### config.mk
export PLATFORM = sky130hd
export DESIGN_NAME = asc_sequence_control
export DESIGN_NICKNAME = d
export VERILOG_FILES = /design/src/pkg/asc_pkg.sv /design/src/rtl/asc_averager.sv /design/src/rtl/asc_sequence_control.sv
export SDC_FILE = /design/constraint.sdc
export NUM_CORES = 1
export LEC_CHECK = 0
export ABC_AREA = 1
export BUFFER_PORTS_ARGS = -buffer_cell sky130_fd_sc_hd__buf_2
export CORE_MARGIN = 2
export CORE_UTILIZATION = 50
export CTS_CLUSTER_SIZE = 20
export DETAILED_ROUTE_END_ITERATION = 8
export PLACE_DENSITY = 0.76
export RECOVER_POWER = 25
export SLEW_MARGIN = 20
export SYNTH_ARGS = -nofsm -noshare
export SYNTH_HDL_FRONTEND = slang
export SYNTH_HIERARCHICAL = 1
export SYNTH_SLANG_ARGS = --single-unit
export TNS_END_PERCENT = 1
### constraint.sdc
create_clock -name clk -period 2.5 [get_ports clk]
set_input_delay 0 -clock clk [delete_from_list [all_inputs] [get_ports clk]]
set_output_delay 0 -clock clk [all_outputs]
set_load 0.1 [all_outputs]
### src/pkg/asc_pkg.sv
// Shared constants, types and decoding helpers of the converter control block.
package asc_pkg;

  ////////////////////////////////////////////////////////////////////////////
  // Register addresses on the chip register port.
  localparam logic [7:0] ADDR_CTRL_THREE  = 8'h52;
  localparam logic [7:0] ADDR_CTRL_TWO    = 8'h53;
  localparam logic [7:0] ADDR_CTRL_ONE    = 8'h54;
  localparam logic [7:0] ADDR_FIRST_HIGH  = 8'h55;
  localparam logic [7:0] ADDR_SECOND_HIGH = 8'h56;
  localparam logic [7:0] ADDR_LOW_FLAGS   = 8'h57;

  ////////////////////////////////////////////////////////////////////////////
  // Field positions.
  localparam int START_BIT      = 0;
  localparam int RES_BIT        = 1;
  localparam int AVG_LSB        = 2;
  localparam int INSEL_LSB      = 4;
  localparam int RATIO_LSB      = 0;
  localparam int SETTLE_BIT     = 2;
  localparam int AUX_BIAS_BIT   = 0;
  localparam int TEMP_BIAS_BIT  = 2;
  localparam int DIV_BIT        = 4;
  localparam int FIRST_LSB_POS  = 0;
  localparam int SECOND_LSB_POS = 2;
  localparam int REF_LSB        = 4;
  localparam int READY_BIT      = 7;

  ////////////////////////////////////////////////////////////////////////////
  // Reset values and writable masks.
  localparam logic [7:0] CTRL_ONE_RST    = 8'h00;
  localparam logic [7:0] CTRL_TWO_RST    = 8'h00;
  localparam logic [7:0] CTRL_THREE_RST  = 8'h00;
  localparam logic [7:0] CTRL_TWO_MASK   = 8'h07;
  localparam logic [7:0] CTRL_THREE_MASK = 8'h15;
  localparam logic [9:0] RESULT_RST      = 10'h000;

  ////////////////////////////////////////////////////////////////////////////
  // Input, ratiometric and reference codes.
  localparam logic [3:0] IN_BAT_DIV  = 4'h0;
  localparam logic [3:0] IN_BAT_SUB  = 4'h1;
  localparam logic [3:0] IN_AUXH_DIV = 4'h2;
  localparam logic [3:0] IN_AUXH_SUB = 4'h3;
  localparam logic [3:0] IN_TEMP     = 4'h6;
  localparam logic [3:0] IN_AUXL     = 4'h7;
  localparam logic [1:0] RATIO_NONE  = 2'h0;
  localparam logic [1:0] RATIO_TEMP  = 2'h1;
  localparam logic [1:0] RATIO_AUXL  = 2'h2;
  localparam logic [1:0] RATIO_BOTH  = 2'h3;
  localparam logic [2:0] REF_TEMP_BIAS = 3'h0;
  localparam logic [2:0] REF_AUX_BIAS  = 3'h1;
  localparam logic [2:0] REF_INT_2V0   = 3'h2;
  localparam logic [2:0] REF_SUPPLY    = 3'h3;
  localparam logic [2:0] REF_IDLE_2V0  = 3'h7;

  ////////////////////////////////////////////////////////////////////////////
  // Timing, derived from the 250 MHz system clock.
  localparam int CLK_MHZ         = 250;
  localparam int CLK_PERIOD_NS   = 4;
  localparam int SETTLE_SHORT_US = 10;
  localparam int SETTLE_LONG_US  = 100;
  localparam int SETTLE_SHORT_CYC = SETTLE_SHORT_US * CLK_MHZ;
  localparam int SETTLE_LONG_CYC  = SETTLE_LONG_US * CLK_MHZ;
  localparam int CONV_CLK_NS     = 2500;
  localparam int CONV_CLK_CYC    = CONV_CLK_NS / CLK_PERIOD_NS;
  localparam logic [3:0] CONV_CLKS_TEN   = 4'hb;
  localparam logic [3:0] CONV_CLKS_EIGHT = CONV_CLKS_TEN - 4'h2;

  ////////////////////////////////////////////////////////////////////////////
  // Carriers.
  typedef struct packed {
    logic [7:0] addr;
    logic [7:0] wrData;
    logic       wr;
    logic       rd;
  } asc_reg_req_s;

  typedef struct packed {
    logic [3:0] channel;
    logic       divOn;
    logic       subOn;
    logic       divByTwo;
    logic [2:0] refSel;
    logic       tempBias;
    logic       auxBias;
    logic       convert;
  } asc_front_s;

  // Number of samples for an averaging code.
  function automatic logic [4:0] avg_samples(input logic [1:0] code);
    // Three-bit shift amount, so code 11 gives 16 instead of wrapping to 1.
    avg_samples = (code == 2'h0) ? 5'h01
                                 : 5'(5'h01 << ({1'b0, code} + 3'h1));
  endfunction

  // Right shift that turns the sample sum into the mean.
  function automatic logic [2:0] avg_shift(input logic [1:0] code);
    avg_shift = (code == 2'h0) ? 3'h0 : 3'({1'b0, code} + 3'h1);
  endfunction

endpackage

### src/rtl/asc_averager.sv
// Sample accumulator that yields the mean over the programmed sample count.
`timescale 1ns/1ps
module asc_averager
(
  input  wire logic       clk,
  input  wire logic       rst,
  input  wire logic       clear,
  input  wire logic       addEn,
  input  wire logic [9:0] sample,
  input  wire logic [1:0] avgCode,
  output logic      [9:0] mean
);

  logic [13:0] sum_q;
  logic [13:0] sum_d;
  logic [13:0] shifted;

  // Sixteen ten-bit samples fit in fourteen bits, so the sum never wraps.
  assign sum_d   = clear ? 14'h0000 :
                   addEn ? 14'(sum_q + {4'h0, sample}) : sum_q;
  // Truncating shift; rounding would bias the mean upward.
  assign shifted = sum_q >> asc_pkg::avg_shift(avgCode);
  assign mean    = shifted[9:0];

  // Accumulator register.
  always_ff @(posedge clk)
  begin
    if (rst)
      sum_q <= 14'h0000;
    else
      sum_q <= sum_d;
  end

  a_sum_adds: assert property (@(posedge clk) disable iff (rst)
    addEn && !clear |=> sum_q == $past(sum_q) + {4'h0, $past(sample)})
    else $error("Accumulator missed a sample.");

endmodule

### src/rtl/asc_sequence_control.sv
// Converter control registers, conversion sequencer and result registers.
//
// Behaviour
// - Writing start bit launches one sequence with the current settings.
// - Resolution bit clear gives 10-bit, set gives 8-bit results.
// - Averaging field picks 1, 4, 8 or 16 samples.
// - Input field routes battery, high aux, temperature or low aux paths.
// - Ratiometric field picks none, temperature, low aux or both.
// - Both mode: temperature result first, low aux result second.
// - Settling bit picks 10 us or 100 us before ratiometric conversion.
// - Control three bit 0 drives low aux bias switch.
// - Control three bit 2 drives temperature bias switch.
// - Divider bit clear divides by 3, set divides by 2.
// - First result high eight bits read in first status register.
// - Second result high eight bits read in second status register.
// - First result low two bits read at bits 1:0 of status three.
// - Second result low two bits read at bits 3:2 of status three.
// - Reference field reports the reference in use, resets to 111.
// - Ready flag reads 0 while idle-reset or converting, 1 when done.
// - No-power state returns every register except the core data synchroniser to its reset value.
// - Completion sets ready and pulses the ready interrupt.
// - Completion clears both bias enable bits.
// - An 8-bit conversion ends two converter clocks earlier.
`timescale 1ns/1ps
module asc_sequence_control
#(
  parameter int SETTLE_LONG_CYC = asc_pkg::SETTLE_LONG_CYC
)
(
  input  wire logic                  clk,
  input  wire logic                  rst,
  input  wire logic                  noPowerState,
  input  wire asc_pkg::asc_reg_req_s regReq,
  output logic                 [7:0] regRdData,
  input  wire logic            [9:0] coreData,
  output asc_pkg::asc_front_s        front,
  output logic                       readyIrq
);

  typedef enum logic [1:0] {S_IDLE, S_SETTLE, S_CONV, S_STORE} asc_state_e;

  asc_state_e          state_q;
  asc_state_e          state_d;
  logic          [7:0] ctrlOne_q;
  logic          [7:0] ctrlOne_d;
  logic          [7:0] ctrlTwo_q;
  logic          [7:0] ctrlTwo_d;
  logic          [7:0] ctrlThree_q;
  logic          [7:0] ctrlThree_d;
  logic          [9:0] first_q;
  logic          [9:0] second_q;
  logic          [9:0] storeVal;
  logic          [2:0] ref_q;
  logic          [2:0] refNow;
  logic                ready_q;
  logic                readyIrq_q;
  logic          [7:0] rdData_q;
  logic          [7:0] rdValue;
  logic          [9:0] coreMeta_q;
  logic          [9:0] coreSync_q;
  logic         [14:0] settleCnt_q;
  logic         [14:0] settleTarget;
  logic          [9:0] divCnt_q;
  logic          [3:0] tickCnt_q;
  logic          [3:0] convTicks;
  logic          [4:0] sampleCnt_q;
  logic          [4:0] nSamples;
  logic                secondPass_q;
  asc_pkg::asc_front_s front_q;
  asc_pkg::asc_front_s front_d;
  logic                wipe;
  logic                busy;
  logic                wrOne;
  logic                wrTwo;
  logic                wrThree;
  logic                startCmd;
  logic                settleEnd;
  logic                divWrap;
  logic                convEnd;
  logic                lastSample;
  logic                needSecond;
  logic                donePulse;
  logic                res8;
  logic          [1:0] avgCode;
  logic          [1:0] ratio;
  logic          [3:0] activeCh;
  logic          [9:0] mean;

  ////////////////////////////////////////////////////////////////////////////
  // Register port decode and field views.

  // The no-power state resets this block like rst, except the core data synchroniser, which only rst clears.
  assign wipe     = rst || noPowerState;
  assign busy     = state_q != S_IDLE;
  assign wrOne    = regReq.wr && regReq.addr == asc_pkg::ADDR_CTRL_ONE;
  assign wrTwo    = regReq.wr && regReq.addr == asc_pkg::ADDR_CTRL_TWO;
  assign wrThree  = regReq.wr && regReq.addr == asc_pkg::ADDR_CTRL_THREE;
  // A start written during a running sequence is ignored.
  assign startCmd = wrOne && regReq.wrData[asc_pkg::START_BIT] && !busy;
  assign res8     = ctrlOne_q[asc_pkg::RES_BIT];
  assign avgCode  = ctrlOne_q[asc_pkg::AVG_LSB +: 2];
  assign ratio    = ctrlTwo_q[asc_pkg::RATIO_LSB +: 2];

  ////////////////////////////////////////////////////////////////////////////
  // Channel and reference selection.

  // Ratiometric modes override the input field; both mode walks two pins.
  assign activeCh =
    (ratio == asc_pkg::RATIO_TEMP) ? asc_pkg::IN_TEMP :
    (ratio == asc_pkg::RATIO_AUXL) ? asc_pkg::IN_AUXL :
    (ratio == asc_pkg::RATIO_BOTH) ?
      (secondPass_q ? asc_pkg::IN_AUXL : asc_pkg::IN_TEMP) :
    ctrlOne_q[asc_pkg::INSEL_LSB +: 4];
  assign refNow =
    !busy ? ref_q :
    (ratio == asc_pkg::RATIO_NONE) ? asc_pkg::REF_INT_2V0 :
    (activeCh == asc_pkg::IN_TEMP) ? asc_pkg::REF_TEMP_BIAS :
    asc_pkg::REF_AUX_BIAS;

  ////////////////////////////////////////////////////////////////////////////
  // Sequencer timing terms.

  assign settleTarget = ctrlTwo_q[asc_pkg::SETTLE_BIT] ?
                        15'(SETTLE_LONG_CYC) : 15'(asc_pkg::SETTLE_SHORT_CYC);
  assign convTicks  = res8 ? asc_pkg::CONV_CLKS_EIGHT :
                      asc_pkg::CONV_CLKS_TEN;
  assign nSamples   = asc_pkg::avg_samples(avgCode);
  assign settleEnd  = state_q == S_SETTLE &&
                      settleCnt_q == settleTarget - 15'h1;
  assign divWrap    = divCnt_q == 10'(asc_pkg::CONV_CLK_CYC - 1);
  assign convEnd    = state_q == S_CONV && divWrap &&
                      tickCnt_q == convTicks - 4'h1;
  assign lastSample = convEnd && sampleCnt_q == nSamples - 5'h01;
  assign needSecond = ratio == asc_pkg::RATIO_BOTH && !secondPass_q;
  assign donePulse  = state_q == S_STORE && !needSecond;

  // Next state of the sequencer.
  always_comb
  begin
    state_d = state_q;
    case (state_q)
      S_IDLE:
        if (startCmd)
          state_d = (ratio == asc_pkg::RATIO_NONE) ? S_CONV : S_SETTLE;
      S_SETTLE:
        if (settleEnd)
          state_d = S_CONV;
      S_CONV:
        if (lastSample)
          state_d = S_STORE;
      S_STORE:
        state_d = needSecond ? S_SETTLE : S_IDLE;
      default:
        state_d = S_IDLE;
    endcase
  end

  ////////////////////////////////////////////////////////////////////////////
  // Register next values.

  // The start bit reads back 1 until the sequence finishes or control one is written while busy; a write in the
  // completion cycle still lands in the other bits.
  assign ctrlOne_d   = (wrOne ? {regReq.wrData[7:1],
                                 regReq.wrData[0] && !busy} : ctrlOne_q) &
                       (donePulse ? 8'hfe : 8'hff);
  assign ctrlTwo_d   = wrTwo ? (regReq.wrData & asc_pkg::CTRL_TWO_MASK) :
                       ctrlTwo_q;
  // Completion wins over a software write so the bias never stays on.
  assign ctrlThree_d = (wrThree ? (regReq.wrData & asc_pkg::CTRL_THREE_MASK)
                                : ctrlThree_q) &
                       (donePulse ? 8'hfa : 8'hff);
  // An 8-bit result keeps its two low bits at zero.
  assign storeVal    = res8 ? {mean[9:2], 2'h0} : mean;

  ////////////////////////////////////////////////////////////////////////////
  // Read multiplexer.

  assign rdValue =
    (regReq.addr == asc_pkg::ADDR_CTRL_THREE)  ? ctrlThree_q :
    (regReq.addr == asc_pkg::ADDR_CTRL_TWO)    ? ctrlTwo_q :
    (regReq.addr == asc_pkg::ADDR_CTRL_ONE)    ? ctrlOne_q :
    (regReq.addr == asc_pkg::ADDR_FIRST_HIGH)  ? first_q[9:2] :
    (regReq.addr == asc_pkg::ADDR_SECOND_HIGH) ? second_q[9:2] :
    (regReq.addr == asc_pkg::ADDR_LOW_FLAGS)   ?
      {ready_q, ref_q, second_q[1:0], first_q[1:0]} :
    8'h00;

  ////////////////////////////////////////////////////////////////////////////
  // Front-end controls, registered so the analogue side sees clean levels.

  always_comb
  begin
    front_d          = '0;
    front_d.channel  = activeCh;
    front_d.divOn    = busy && (activeCh == asc_pkg::IN_BAT_DIV ||
                                activeCh == asc_pkg::IN_AUXH_DIV);
    front_d.subOn    = busy && (activeCh == asc_pkg::IN_BAT_SUB ||
                                activeCh == asc_pkg::IN_AUXH_SUB);
    front_d.divByTwo = ctrlThree_d[asc_pkg::DIV_BIT];
    front_d.refSel   = refNow;
    front_d.tempBias = ctrlThree_d[asc_pkg::TEMP_BIAS_BIT];
    front_d.auxBias  = ctrlThree_d[asc_pkg::AUX_BIAS_BIT];
    front_d.convert  = state_d == S_CONV;
  end

  ////////////////////////////////////////////////////////////////////////////
  // Averager of the converted samples.

  asc_averager u_avg
  (
    .clk     (clk),
    .rst     (wipe),
    .clear   (startCmd || (state_q == S_STORE && needSecond)),
    .addEn   (convEnd),
    .sample  (coreSync_q),
    .avgCode (avgCode),
    .mean    (mean)
  );

  ////////////////////////////////////////////////////////////////////////////
  // Core data synchroniser; the word is stable at the end of a conversion.

  always_ff @(posedge clk)
  begin
    coreMeta_q <= rst ? 10'h000 : coreData;
    coreSync_q <= rst ? 10'h000 : coreMeta_q;
  end

  // Sequencer settling, divider and tick counters.
  always_ff @(posedge clk)
  begin
    if (wipe || state_q == S_IDLE || state_q == S_STORE)
    begin
      settleCnt_q <= 15'h0000;
      divCnt_q    <= 10'h000;
      tickCnt_q   <= 4'h0;
    end
    else
    begin
      settleCnt_q <= (state_q == S_SETTLE) ? settleCnt_q + 15'h1 : 15'h0000;
      divCnt_q    <= (state_q == S_CONV && !divWrap) ? divCnt_q + 10'h1
                                                     : 10'h000;
      tickCnt_q   <= convEnd ? 4'h0 : tickCnt_q + {3'h0, divWrap};
    end
  end

  // Sample count and pass marker.
  always_ff @(posedge clk)
  begin
    state_q      <= wipe ? S_IDLE : state_d;
    sampleCnt_q  <= (wipe || startCmd || state_q == S_STORE) ? 5'h00 :
                    sampleCnt_q + {4'h0, convEnd};
    secondPass_q <= (wipe || startCmd) ? 1'b0 :
                    (state_q == S_STORE) ? 1'b1 : secondPass_q;
  end

  // Software-visible registers.
  always_ff @(posedge clk)
  begin
    if (wipe)
    begin
      ctrlOne_q   <= asc_pkg::CTRL_ONE_RST;
      ctrlTwo_q   <= asc_pkg::CTRL_TWO_RST;
      ctrlThree_q <= asc_pkg::CTRL_THREE_RST;
      ref_q       <= asc_pkg::REF_IDLE_2V0;
      ready_q     <= 1'b0;
      readyIrq_q  <= 1'b0;
      rdData_q    <= 8'h00;
      first_q     <= asc_pkg::RESULT_RST;
      second_q    <= asc_pkg::RESULT_RST;
      front_q     <= '0;
    end
    else
    begin
      ctrlOne_q   <= ctrlOne_d;
      ctrlTwo_q   <= ctrlTwo_d;
      ctrlThree_q <= ctrlThree_d;
      ref_q       <= refNow;
      ready_q     <= donePulse || (ready_q && !startCmd);
      readyIrq_q  <= donePulse;
      rdData_q    <= regReq.rd ? rdValue : 8'h00;
      first_q     <= (state_q == S_STORE && !secondPass_q) ? storeVal
                                                           : first_q;
      second_q    <= (state_q == S_STORE && secondPass_q) ? storeVal
                                                          : second_q;
      front_q     <= front_d;
    end
  end

  assign regRdData = rdData_q;
  assign front     = front_q;
  assign readyIrq  = readyIrq_q;

  ////////////////////////////////////////////////////////////////////////////
  // Checks.

  a_start_launch: assert property (@(posedge clk) disable iff (wipe)
    startCmd |=> busy && !ready_q ##0 ctrlOne_q[asc_pkg::START_BIT])
    else $error("Start did not launch a sequence.");
  a_res_ticks: assert property (@(posedge clk) disable iff (wipe)
    convEnd |-> tickCnt_q == (res8 ? 4'h8 : 4'ha) && divCnt_q == 10'h270)
    else $error("Conversion clock count wrong for resolution.");
  a_res_low_zero: assert property (@(posedge clk) disable iff (wipe)
    state_q == S_STORE && res8 && !secondPass_q |=> first_q[1:0] == 2'h0)
    else $error("8-bit result has low bits set.");
  a_avg_count: assert property (@(posedge clk) disable iff (wipe)
    state_q == S_STORE |-> sampleCnt_q == nSamples)
    else $error("Sample count differs from averaging setting.");
  a_div_path: assert property (@(posedge clk) disable iff (wipe)
    front_q.divOn |-> front_q.channel inside {4'h0, 4'h2})
    else $error("Divider on for a non-divider input.");
  a_ratio_ref: assert property (@(posedge clk) disable iff (wipe)
    state_q == S_CONV && ratio == asc_pkg::RATIO_TEMP
      |-> activeCh == 4'h6 && refNow == 3'h0)
    else $error("Temperature ratiometric routing wrong.");
  a_both_order: assert property (@(posedge clk) disable iff (wipe)
    state_q == S_STORE && needSecond |=> state_q == S_SETTLE ##0
      secondPass_q ##0 activeCh == 4'h7)
    else $error("Second ratiometric pass did not follow.");
  a_settle_len: assert property (@(posedge clk) disable iff (wipe)
    $rose(state_q == S_SETTLE) |-> (state_q == S_SETTLE) [*8])
    else $error("Settling ended too early.");
  a_bias_pins: assert property (@(posedge clk)
    disable iff (wipe)
    ##1 front_q.auxBias == ctrlThree_q[0] && front_q.tempBias == ctrlThree_q[2])
    else $error("Bias switch does not follow its enable.");
  a_divider_sel: assert property (@(posedge clk) disable iff (wipe)
    ##1 front_q.divByTwo == ctrlThree_q[4])
    else $error("Divider ratio does not follow its bit.");
  a_low_read: assert property (@(posedge clk) disable iff (wipe)
    regReq.rd && regReq.addr == 8'h57 |=> regRdData ==
      {$past(ready_q), $past(ref_q), $past(second_q[1:0]),
       $past(first_q[1:0])})
    else $error("Low bits register read back wrong.");
  a_high_read: assert property (@(posedge clk)
    disable iff (wipe)
    regReq.rd && regReq.addr == 8'h55 |=> regRdData == $past(first_q[9:2]))
    else $error("First result high read back wrong.");
  a_done_ready: assert property (@(posedge clk)
    disable iff (wipe)
    donePulse |=> ready_q && readyIrq_q ##1 !readyIrq_q)
    else $error("Completion did not raise ready.");
  a_busy_unready: assert property (@(posedge clk) disable iff (wipe)
    busy && state_q != S_STORE |-> !ready_q)
    else $error("Ready flag set during conversion.");
  a_bias_clear: assert property (@(posedge clk) disable iff (wipe)
    donePulse |=> ctrlThree_q[0] == 1'b0 && ctrlThree_q[2] == 1'b0)
    else $error("Bias enables not cleared at completion.");
  a_no_power_state_clear: assert property (@(posedge clk) disable iff (rst)
    noPowerState |=> ctrlOne_q == 8'h00 && !ready_q && ref_q == 3'h7 && !busy)
    else $error("No-power state left registers set.");

  c_single_done: cover property (@(posedge clk) disable iff (wipe)
    donePulse && ratio == asc_pkg::RATIO_NONE);
  c_both_done: cover property (@(posedge clk) disable iff (wipe)
    donePulse && ratio == asc_pkg::RATIO_BOTH);
  c_avg_sixteen: cover property (@(posedge clk) disable iff (wipe)
    donePulse && avgCode == 2'h3);

endmodule

Word level (Yosys, flattened, before mapping)
Index checks and enable logic that the tools add are counted.

Add/subtract/negate cells: 9. Equality and inequality tests: 21. Shift-type cells: 2. Mux-type cells: 28. Bitwise gates (word level): 5. Reduce and logical (&&, ||, !) cells: 43.

Operator list (number): $mux W8 (8); $eq A8 B7 Y1 const B (6); $logic_and A1 B1 Y1 (19); $and A8 B8 Y8 (2); $add A15 B1 Y15 const B (1); $eq A15 B15 Y1 (1); $mux W15 (1); $sub A15 B1 Y15 const B (1); $add A14 B10 Y14 (1); $mux W2 (7); $shr A14 B3 Y10 (1); $mux W4 (3); $add A10 B1 Y10 const B (1); $eq A10 B10 Y1 const B (1); $eq A2 B2 Y1 const B (5); $reduce_or A2 Y1 (5); $logic_or A1 B1 Y1 (9); $mux W3 (3); $eq A4 B2 Y1 const B (2); $pmux W2 S4 (1); $logic_not A2 Y1 (3); $add A5 B1 Y5 (1); $eq A5 B5 Y1 (1); $logic_not A1 Y1 (5); other kinds (14) (20).

Bits in registers: 136. Input port bits: 31. Output and inout bits: 22. Word-level logic and storage cells: 134.

Longest topological paths before layout
Gate-level depths: netlist of run 1.

Depth in word-level cells: 9. Depth in mapped cells: 13. Gate-level depth less buffers: 13.

Cells and area by module
The synthesis of run 1 kept the hierarchy.

By module, submodules not included: asc_sequence_control (times used 1, cells each 651, area an instance 4782.1 um2, sequential area each 2282.2 um2); asc_averager (times used 1, cells each 272, area an instance 1574.0 um2, sequential area each 280.3 um2).

Worst setup path after synthesis of run 1
OpenSTA, ideal clock, no wires.

Kind: register to register. From: register divCnt_q[0]. To: register sampleCnt_q[4]. Data arrival time: 1.750 ns. Setup slack: 0.628 ns. Stages on the path, launching flop included: 12. Period minus slack after synthesis: 1.872 ns. Cell sequence: dfxtp_1 > inv_1 > ha_1 > nand2_1 > nor2_1 > nand3_1 > nor2_1 > ha_1 > ha_1 > nand3_1 > nand2_1 > a21oi_1.

Cells in the longest elaborated chain, start to end: 4.

Ends and longest elaborated chain: start, declared (line asc_sequence_control.sv:63) `logic [9:0] divCnt_q;`; start signal, assigned (line asc_sequence_control.sv:241) `divCnt_q <= (state_q == S_CONV && !divWrap) ? divCnt_q + 10'h1`; $eq A10 B10 Y1 (line asc_sequence_control.sv:130) `assign divWrap = divCnt_q == 10'(asc_pkg::CONV_CLK_CYC - 1);`; $logic_and A1 B1 Y1 (2 in a row) (line asc_sequence_control.sv:131) `assign convEnd = state_q == S_CONV && divWrap &&`; net convEnd (line asc_sequence_control.sv:79) `logic convEnd;`; $add A5 B1 Y5 (line asc_sequence_control.sv:252) `sampleCnt_q + {4'h0, convEnd};`; end signal, assigned (line asc_sequence_control.sv:251) `sampleCnt_q <= (wipe || startCmd || state_q == S_STORE) ? 5'h00 :`; end, declared (line asc_sequence_control.sv:66) `logic [4:0] sampleCnt_q;`.

The timed path passes the listed nets, and every way through them passes these cells. A chain may end at the register's enable or synchronous reset.

Final worst setup path of run 1
From: input noPowerState. To: register ctrlTwo_q[1].

Cells in the longest elaborated chain, start to end: 1.

Ends and longest elaborated chain: start, declared (line asc_sequence_control.sv:32) `input wire logic noPowerState,`; $logic_or A1 B1 Y1 (line asc_sequence_control.sv:93) `assign wipe = rst || noPowerState;`; end signal, assigned (line asc_sequence_control.sv:263) `ctrlTwo_q <= asc_pkg::CTRL_TWO_RST;`; end signal, assigned (line asc_sequence_control.sv:276) `ctrlTwo_q <= ctrlTwo_d;`; end, declared (line asc_sequence_control.sv:46) `logic [7:0] ctrlTwo_q;`.

Every way passes these cells.

==> impl_metrics.py, run 1 <==
metrics = {
    "status": {
        "status": "finished clean",
    },
    "placed_design": {
        "place.gp.congestion": 0.9492,
        "dp_hpwl_um": 10360,
        "dpl_worst_slack_ns": 0.3843,
        "dp.cells": 1132,
        "io_buffers": 52,
    },
    "routing": {
        "ant_nets": 0,
        "routedWlPerCell_um": 12.48,
        "wl_um": 14970,
        "drt_pass1_iterations": 5,
        "via_per_inst": 5.029,
        "drc": 0,
        "vias": 6030,
        "drtIter0Drc": 442,
    },
    "critical_path": {
        "startpoint_type": "input pin",
        "critPathArrivalTime_ns": 2.59,
        "crit_required_ns": 2.86,
        "crit_path_max_fanout": 36,
        "cp-end-kind": "register",
        "crit_type": "in2reg",
        "r2r_slack_ns": 0.31,
    },
    "synthesis": {
        "syn_area_sq_um": 6356,
        "synth.yosys.seq_area_share_pct": 40.31,
        "synth_nets": 974,
        "synth-seq-cells": 128,
        "avgSynthCellArea_sq_um": 6.886,
        "ys.warnings.count": 6,
        "syn_inst": 923,
        "yosysUniqueCellTypes": 44,
    },
    "clock_network": {
        "cts_tree": "yes",
        "cts_buffers": 17,
        "post-cts-setup-buffers": 0,
        "worstSkewPairLatency_ns": 0.42,
        "clock_sinks": 128,
        "root_buffer": "clkbuf_16",
        "clk_pin_slew_ns": 0.06,
        "htree_levels": 4,
        "clock_path_buffers": 2,
    },
    "sta": {
        "fin_crit_ns": 2.227,
        "setup_viol": 0,
        "fin_setup_tns_ns": 0,
        "fmax_mhz": 449.1,
        "finClkSkew_ns": 0.008844,
        "fin_crit_sh_pct": 89.07,
        "rsz0062_at_grt": "no",
        "worst_slew_pin_slew_ns": 1.183,
        "setup_ws_ns": 0.2732,
        "hold_viol": 0,
        "slew_violations": 0,
        "max_slew_margin_pct": 21.45,
    },
    "cells_and_area": {
        "final_layout_size_suffix_gt1_share_pct": 11.98,
        "layout.cells.non_filler": 1199,
        "layout.nets": 1065,
        "insertedDiodeCount": 0,
        "area_growth_pct": 20.98,
    },
    "floorplanning": {
        "start_util_pct": 50.78,
        "die_x_um": 116.8,
        "fp.dieArea_sq_um": 13630,
        "die_y_um": 116.8,
        "io-pin-count": 53,
        "core_area_sq_um": 12520,
        "rows": 41,
    },
    "grt": {
        "antenna_found_initial": 0,
        "grt_max_degree": 37,
        "grt_overflow_total": 0,
        "grt_pass1_wl_um": 25070,
        "grt_pass1_vias": 5531,
        "grt_usage_pct": 23.25,
    },
    "worst_hold_path": {
        "min-delay-path-class": "in2reg",
    },
    "pwr": {
        "irDropWorstVdd_v": 0.0004598,
        "p_leak_nw": 3.403,
        "power_density_nw_per_um2": 617.0,
    },
    "job": {
        "cap_violations": 0,
    },
}
layout by cell type, fill, tap and decap left out, types with 5 or more instances in the layout:
cell type and count:
nand2_1 170, nor2_1 149, inv_1 131, dfxtp_1 128
a21oi_1 68, nand3_1 62, buf_2 42, o21ai_1 41
dlygate4sd3_1 35, o21ai_0 27, ha_1 19, clkbuf_16 17
inv_2 15, nand4_1 12, clkbuf_1 12, nor3_1 11
nand2_2 8, o211ai_1 6, xnor2_1 6, xor2_1 5
nor2_4 5
per-stage QoR:
stage                     hold WS, ns  util [%]  total power, mW  area (sq um)
final                         0.03757     61.44            4.745          7690
after global routing          0.07826     61.44            4.884          7690
after CTS                     0.02946     61.52            4.767          7700
after detailed placement       0.2080     53.91            2.253          6748
after global placement         0.1985     53.91            2.252          6748
after floorplan                0.1070         -            2.203          6356
sequential cells by signal (all words and copies together), names as in the netlist, 5 cells and up:
| signal | cells |
|---|---|
| u_avg/sum_q | 14 |
| ctrlOne_q | 8 |
| coreSync_q | 10 |
| second_q | 10 |
| coreMeta_q | 10 |
| sampleCnt_q | 5 |
| settleCnt_q | 15 |
| first_q | 10 |
| divCnt_q | 10 |
| regRdData | 8 |
| front | 10 |
per-layer routing:
metal / vias up / track usage [%] / share of wire (%)
li1: 3124 / - / -
met1: 2710 / 30.36 / 46
met2: 172 / 38.19 / 47
met3: 24 / 5.293 / 4.9
met4: 0 / 7.529 / 1.5
met5: - / 0 / 0
power by group:
part | switching, mW | internal (mW)
combinational | 0.111 | 0.0794
sequential | 0.00542 | 2.06
clock | 0.938 | 1.55
total | 1.05 | 3.69
Yosys cell counts, drive strengths merged:
master  count  area share, %
a21oi      69            5.5
a22o        1           0.14
xnor2       6           0.83
o21bai      1           0.12
fa          1           0.31
clkbuf     10           0.75
inv       146            8.6
o21ai      72            5.9
nor3b       2           0.24
o22ai       3           0.30
nor3       13            1.2
o211ai      6           0.71
nor2      158             10
nand3b      1           0.12
nand4      13            1.4
nand2     178             11
dfxtp     128             40
xor2        5           0.69
clkinv      1          0.059
a31o        1           0.14
buf        11            1.3
o21a        4           0.47
or2         3           0.30
a31oi       3           0.30
and3        2           0.20
nand3      65            5.5
and2        1          0.098
ha         19            3.7
path summary, 6_finish.rpt:
kind | startpoint | endpoint | cells past startpoint
setup / recovery | noPowerState | ctrlTwo_q[1]$_SDFFE_PP0P_ | 8
hold / removal | regReq[10] | regRdData[7]$_SDFF_PP0_ | 4
setup reg to reg | ctrlOne_q[3]$_SDFFE_PP0N_ | second_q[0]$_SDFFE_PP0P_ | 9
hold reg to reg | coreMeta_q[2]$_SDFF_PP0_ | coreSync_q[2]$_SDFF_PP0_ | 2
kinds of logic after synthesis:
logic type,share of synthesized area [%]
simple gates,29.84
buf+inv,10.71
compound gates,13.56
flops,40.31
fa+ha+maj,4.055
xor+xnor,1.516
worst max-delay path, cell delays in order:
cell and delay [ns]:
dlygate4sd3_1 0.53, clkbuf_1 0.12, nor2_4 0.26, buf_6 0.29
o21ai_1 0.09, dlygate4sd3_1 0.58, a21oi_1 0.13, dlygate4sd3_1 0.57
what timing repair did:
item,CTS,global route
hold buffers,35,0
endpoints found under the setup margin,0,1
resized for setup,0,2
endpoints found under the hold margin,37,0
layout make-up:
cell class / count / area (sq um)
Fill cell: 1167 / 4827
Multi-Input combinational cell: 627 / 3115
Sequential cell: 128 / 2562
Timing Repair Buffer: 93 / 643.1
Inverter: 147 / 551.8
Clock buffer: 21 / 470.5
Tap cell: 172 / 215.2
Clock inverter: 11 / 131.4
Note: power is estimated with default switching activity, not from simulation.
==> run 2, diff against run 1 <==
--- a/config.mk
+++ b/config.mk
@@ -11,7 +11,7 @@
 export CORE_UTILIZATION = 50
 export CTS_CLUSTER_SIZE = 20
 export DETAILED_ROUTE_END_ITERATION = 8
-export PLACE_DENSITY = 0.76
+export PLACE_DENSITY_LB_ADDON = 0.12
 export RECOVER_POWER = 25
 export SLEW_MARGIN = 20
 export SYNTH_ARGS = -nofsm -noshare
==> impl_metrics.py, run 2 (synthesis results as in run 1) <==
metrics = {
    "sta": {
        "rsz0062_at_grt": "no",
        "fin_crit_ns": 2.242,
        "slew_violations": 0,
        "setup_viol": 0,
        "fin_crit_sh_pct": 89.67,
        "fin_setup_tns_ns": 0,
        "max_slew_margin_pct": 20.92,
        "finClkSkew_ns": 0.005722,
        "worst_slew_pin_slew_ns": 1.191,
        "fmax_mhz": 446.1,
        "hold_viol": 0,
    },
    "critical_path": {
        "critPathArrivalTime_ns": 2.61,
        "cp-end-kind": "register",
        "timing.rr.start": "divCnt_q[0]$_SDFF_PP0_",
        "crit_start": "rst",
        "max_stage_delay_ns": 0.57,
        "crit_type": "in2reg",
        "startpoint_type": "input pin",
        "crit_path_max_fanout": 40,
        "slowest_stage": "dlygate4sd3_1",
        "crit_required_ns": 2.86,
        "path_cells": "dlygate4sd3_1 -> buf_2 -> nor2_2 -> buf_6 -> o21ai_1 -> dlygate4sd3_1 -> a21oi_1 -> dlygate4sd3_1",
        "worst-path-buf-inv": 5,
        "critPathTopFamily": "buffers and inverters",
        "cp_common_cell": "dlygate4sd3_1",
    },
    "cells_and_area": {
        "layout_commonest_cell": "nand2_1",
        "largest_register": "settleCnt_q",
        "largest_register_ffs": 15,
        "final_layout_size_suffix_gt1_share_pct": 11.49,
        "layout.nets": 1065,
        "area_growth_pct": 20.87,
        "layout.cells.non_filler": 1199,
        "layout_common_cells": "nand2_1, nor2_1, inv_1",
        "final_core_util_pct": 61.38,
        "largestRegisters": "settleCnt_q: 15 flops, u_avg/sum_q: 14 flops",
        "insertedDiodeCount": 0,
    },
    "placed_design": {
        "dp_hpwl_um": 10300,
        "dp.cells": 1133,
        "io_buffers": 52,
        "place.gp.congestion": 0.8812,
    },
    "grt": {
        "grt_usage_pct": 23.21,
        "grt_pass1_wl_um": 24700,
        "grt_overflow_total": 0,
        "grt_max_degree": 41,
        "grt_pass1_vias": 5385,
        "antenna_found_initial": 0,
    },
    "floorplanning": {
        "start_util_pct": 50.78,
        "fp.dieArea_sq_um": 13630,
        "io-pin-count": 53,
        "core_area_sq_um": 12520,
        "rows": 41,
        "die_y_um": 116.8,
        "die_x_um": 116.8,
    },
    "pwr": {
        "irDropWorstVdd_v": 0.0005569,
        "power_density_nw_per_um2": 618.8,
        "p_leak_nw": 3.375,
    },
    "job": {
        "cap_violations": 0,
    },
    "clock_network": {
        "worstSkewPairLatency_ns": 0.42,
        "htree_levels": 4,
        "clk_pin_slew_ns": 0.06,
        "cts_buffers": 17,
        "clock_sinks": 128,
        "post-cts-setup-buffers": 0,
        "root_buffer": "clkbuf_16",
        "clock_path_buffers": 2,
        "cts_tree": "yes",
    },
    "routing": {
        "vias": 5854,
        "via_per_inst": 4.882,
        "wl_um": 14430,
        "drc": 0,
        "drtIter0Drc": 299,
        "drt_pass1_iterations": 6,
        "ant_nets": 0,
        "routedWlPerCell_um": 12.04,
    },
    "worst_hold_path": {
        "min-delay-start": "noPowerState",
        "min-delay-path-class": "in2reg",
    },
    "status": {
        "status": "finished clean",
    },
}
[run 2: cell types whose count changed in the layout (fill, tap and decap cells not counted), sizes merged]
cell and change:
clkinv -2, buf -8, clkbuf +9, inv +2, dlygate4sd3 -1
[run 2: power by group]
group / switching (mW) / internal (mW) / leakage, nW
clock network: 0.926 / 1.58 / 0.292
registers: 0.00529 / 2.06 / 1.04
logic: 0.108 / 0.0771 / 2.05
[run 2: area by class of cell]
cell class / instances / area [sq um]
Fill cell: 1213 / 4835
Multi-Input combinational cell: 627 / 3115
Sequential cell: 128 / 2562
Timing Repair Buffer: 93 / 629.4
Inverter: 147 / 551.8
Clock buffer: 21 / 480.5
Tap cell: 172 / 215.2
Clock inverter: 11 / 127.6
[run 2: path summary, 6_finish.rpt]
path	endpoint	slack, ns	cells past startpoint
min	ref_q[0]$_SDFF_PP1_	0.03	4
max	ctrlTwo_q[1]$_SDFFE_PP0P_	0.26	8
max reg2reg	u_avg/sum_q[12]$_SDFFE_PP0P_	0.55	13
min reg2reg	coreSync_q[5]$_SDFF_PP0_	0.40	2
[run 2: stage by stage]
stage | instance area (sq um) | total power, mW | hold WS [ns] | setup slack (ns)
global placement | 6755 | 2.253 | 0.1998 | 0.4108
global route | 7682 | 4.916 | 0.07000 | 0.08565
finish | 7682 | 4.754 | 0.03473 | 0.2582
floorplan | 6356 | 2.203 | 0.1070 | 0.6281
CTS | 7704 | 4.811 | 0.02564 | 0.2220
detailed placement | 6755 | 2.254 | 0.2055 | 0.3649
[run 2: layer usage]
layer / global-route usage, % / part of all wire (%)
met1: 30.16 / 48
met2: 37.92 / 46
met3: 6.435 / 4.7
met4: 6.588 / 1.1
met5: 0 / 0
[run 2: repair_timing]
action,4_1_cts,5_1_grt
hold buffers,34,0
setup endpoints to repair,0,2
gates resized for setup,0,2
hold endpoints to repair,37,0
[run 2: worst register-to-register path, delay by kind of cell (launching register included)]
family	cells	cell delay, ns
flip-flops	1	0.33
buffers and inverters	3	0.24
adder cells (fa/ha/maj)	1	0.14
AND/OR/NAND/NOR	9	1.14
==> run 3, diff against run 2 <==
--- a/config.mk
+++ b/config.mk
@@ -7,8 +7,10 @@
 export LEC_CHECK = 0
 export ABC_AREA = 1
 export BUFFER_PORTS_ARGS = -buffer_cell sky130_fd_sc_hd__buf_2
+export CELL_PAD_IN_SITES_DETAIL_PLACEMENT = 1
+export CELL_PAD_IN_SITES_GLOBAL_PLACEMENT = 2
 export CORE_MARGIN = 2
-export CORE_UTILIZATION = 50
+export CORE_UTILIZATION = 34
 export CTS_CLUSTER_SIZE = 20
 export DETAILED_ROUTE_END_ITERATION = 8
 export PLACE_DENSITY_LB_ADDON = 0.12
==> impl_metrics.py, run 3 (synthesis results as in run 1) <==
metrics = {
    "floorplanning": {
        "die_y_um": 140.7,
        "rows": 50,
        "fp.dieArea_sq_um": 19800,
        "start_util_pct": 34.32,
        "io-pin-count": 53,
        "die_x_um": 140.7,
        "core_area_sq_um": 18520,
    },
    "grt": {
        "grt_overflow_total": 0,
        "antenna_found_initial": 0,
        "grt_usage_pct": 19.03,
        "grt_pass1_vias": 6057,
        "grt_max_degree": 41,
        "grt_pass1_wl_um": 30130,
    },
    "critical_path": {
        "reg2reg_depth": 8,
        "crit_type": "reg2reg",
        "startpoint_type": "register",
        "r2r_slack_ns": 0.31,
        "crit_start": "ctrlOne_q[2]$_SDFFE_PP0N_",
        "critPathArrivalTime_ns": 2.54,
        "crit_path_max_fanout": 24,
        "cp-end-kind": "register",
        "timing.rr.start": "ctrlOne_q[2]$_SDFFE_PP0N_",
        "crit_required_ns": 2.85,
        "worstReg2RegEnd": "first_q[1]$_SDFFE_PP0P_",
    },
    "sta": {
        "fin_setup_tns_ns": 0,
        "setup_ws_ns": 0.3108,
        "finClkSkew_ns": 0.01308,
        "fin_crit_sh_pct": 87.57,
        "max_slew_margin_pct": 19.66,
        "worst_slew_pin_slew_ns": 1.210,
        "fmax_mhz": 456.8,
        "setup_viol": 0,
        "rsz0062_at_grt": "no",
        "slew_violations": 0,
        "hold_viol": 0,
        "fin_crit_ns": 2.189,
    },
    "worst_hold_path": {
        "hold-path-endpoint": "regRdData[7]$_SDFF_PP0_",
        "min-delay-start": "regReq[10]",
        "min_path_cells": 4,
        "min-delay-path-class": "in2reg",
    },
    "cells_and_area": {
        "layout_common_cells": "nand2_1, nor2_1, inv_1",
        "stdcell_area_sq_um": 7724,
        "area_growth_pct": 21.52,
        "final_layout_size_suffix_gt1_share_pct": 11.40,
        "largest_register": "settleCnt_q",
        "layout.nets": 1064,
        "largest_register_ffs": 15,
        "layout_commonest_cell": "nand2_1",
        "layout.cells.non_filler": 1260,
        "insertedDiodeCount": 0,
        "largestRegisters": "settleCnt_q: 15 flops, u_avg/sum_q: 14 flops",
    },
    "routing": {
        "vias": 5980,
        "drtIter0Drc": 186,
        "via_per_inst": 4.746,
        "wl_um": 17720,
        "drt_pass1_iterations": 4,
        "drc": 0,
        "routedWlPerCell_um": 14.06,
        "ant_nets": 0,
    },
    "pwr": {
        "p_leak_nw": 3.365,
        "power_density_nw_per_um2": 615.6,
        "irDropWorstVdd_v": 0.0004460,
        "power.total_mw": 4.755,
    },
    "placed_design": {
        "io_buffers": 52,
        "dp_hpwl_um": 13180,
        "dpl_worst_slack_ns": 0.3697,
        "dpl_cell_area_sq_um": 6840,
        "dp.cells": 1196,
        "place.gp.congestion": 0.7895,
    },
    "status": {
        "status": "finished clean",
    },
    "clock_network": {
        "worstSkewPairLatency_ns": 0.43,
        "post-cts-setup-buffers": 0,
        "root_buffer": "clkbuf_16",
        "cts_resized": 0,
        "clock_path_buffers": 2,
        "cts_tree": "yes",
        "clock_sinks": 128,
        "clk_pin_slew_ns": 0.06,
        "hold_buffers": 32,
        "htree_levels": 4,
        "cts_buffers": 17,
    },
    "job": {
        "cap_violations": 0,
    },
}
## run 3: cell count changes in the layout (fill, tap and decap cells not counted), moves of 2 or more
cell / change
clkbuf_8: -4
clkinv_4: +4
buf_4: +3
clkinvlp_4: -2
dlygate4sd3_1: -2
## run 3: how the worst max path moves through the flow
stage | to | slack, ns | depth (start not counted)
6_report | first_q[1]$_SDFFE_PP0P_ | 0.31 | 8
3_3_place_gp | first_q[1]$_SDFFE_PP0P_ | 0.43 | 8
3_5_place_dp | first_q[1]$_SDFFE_PP0P_ | 0.37 | 8
5_1_grt | first_q[1]$_SDFFE_PP0P_ | 0.09 | 8
2_1_floorplan | sampleCnt_q[4]$_SDFF_PP0_ | 0.63 | 11
4_1_cts | first_q[1]$_SDFFE_PP0P_ | 0.33 | 8
## run 3: stage by stage
step,util [%],hold WS [ns]
after detailed placement,36.94,0.2087
final,41.71,0.05340
after global routing,41.71,0.09588
after global placement,36.94,0.2003
after CTS,41.84,0.03493
after floorplan,-,0.1070
## run 3: final cells by class
cell class | count | area (sq um)
Clock inverter | 14 | 158.9
Clock buffer | 18 | 429.2
Fill cell | 2393 | 10790
Sequential cell | 128 | 2562
Multi-Input combinational cell | 627 | 3113
Timing Repair Buffer | 92 | 615.6
Tap cell | 234 | 292.8
Inverter | 147 | 551.8
## run 3: report_power, final
part / internal (mW) / switching (mW)
clock network: 1.49 / 1.02
logic: 0.0758 / 0.112
registers: 2.06 / 0.00551
## run 3: critical path, stage by stage, from the launching register on
cell     delay, ns
dfxtp_1       0.36
inv_1         0.08
ha_1          0.71
inv_1         0.21
o21ai_1       0.24
nand2_1       0.10
a31oi_1       0.18
nand2_1       0.10
a21oi_1       0.15
## run 3: per-layer routing
metal | vias to the layer above | track usage (%) | routed length [um]
li1 | 3129 | - | -
met1 | 2794 | 25.89 | 8845
met2 | 45 | 30.68 | 8236
met3 | 12 | 4.212 | 457
met4 | 0 | 4.947 | 178
met5 | - | 0 | 0
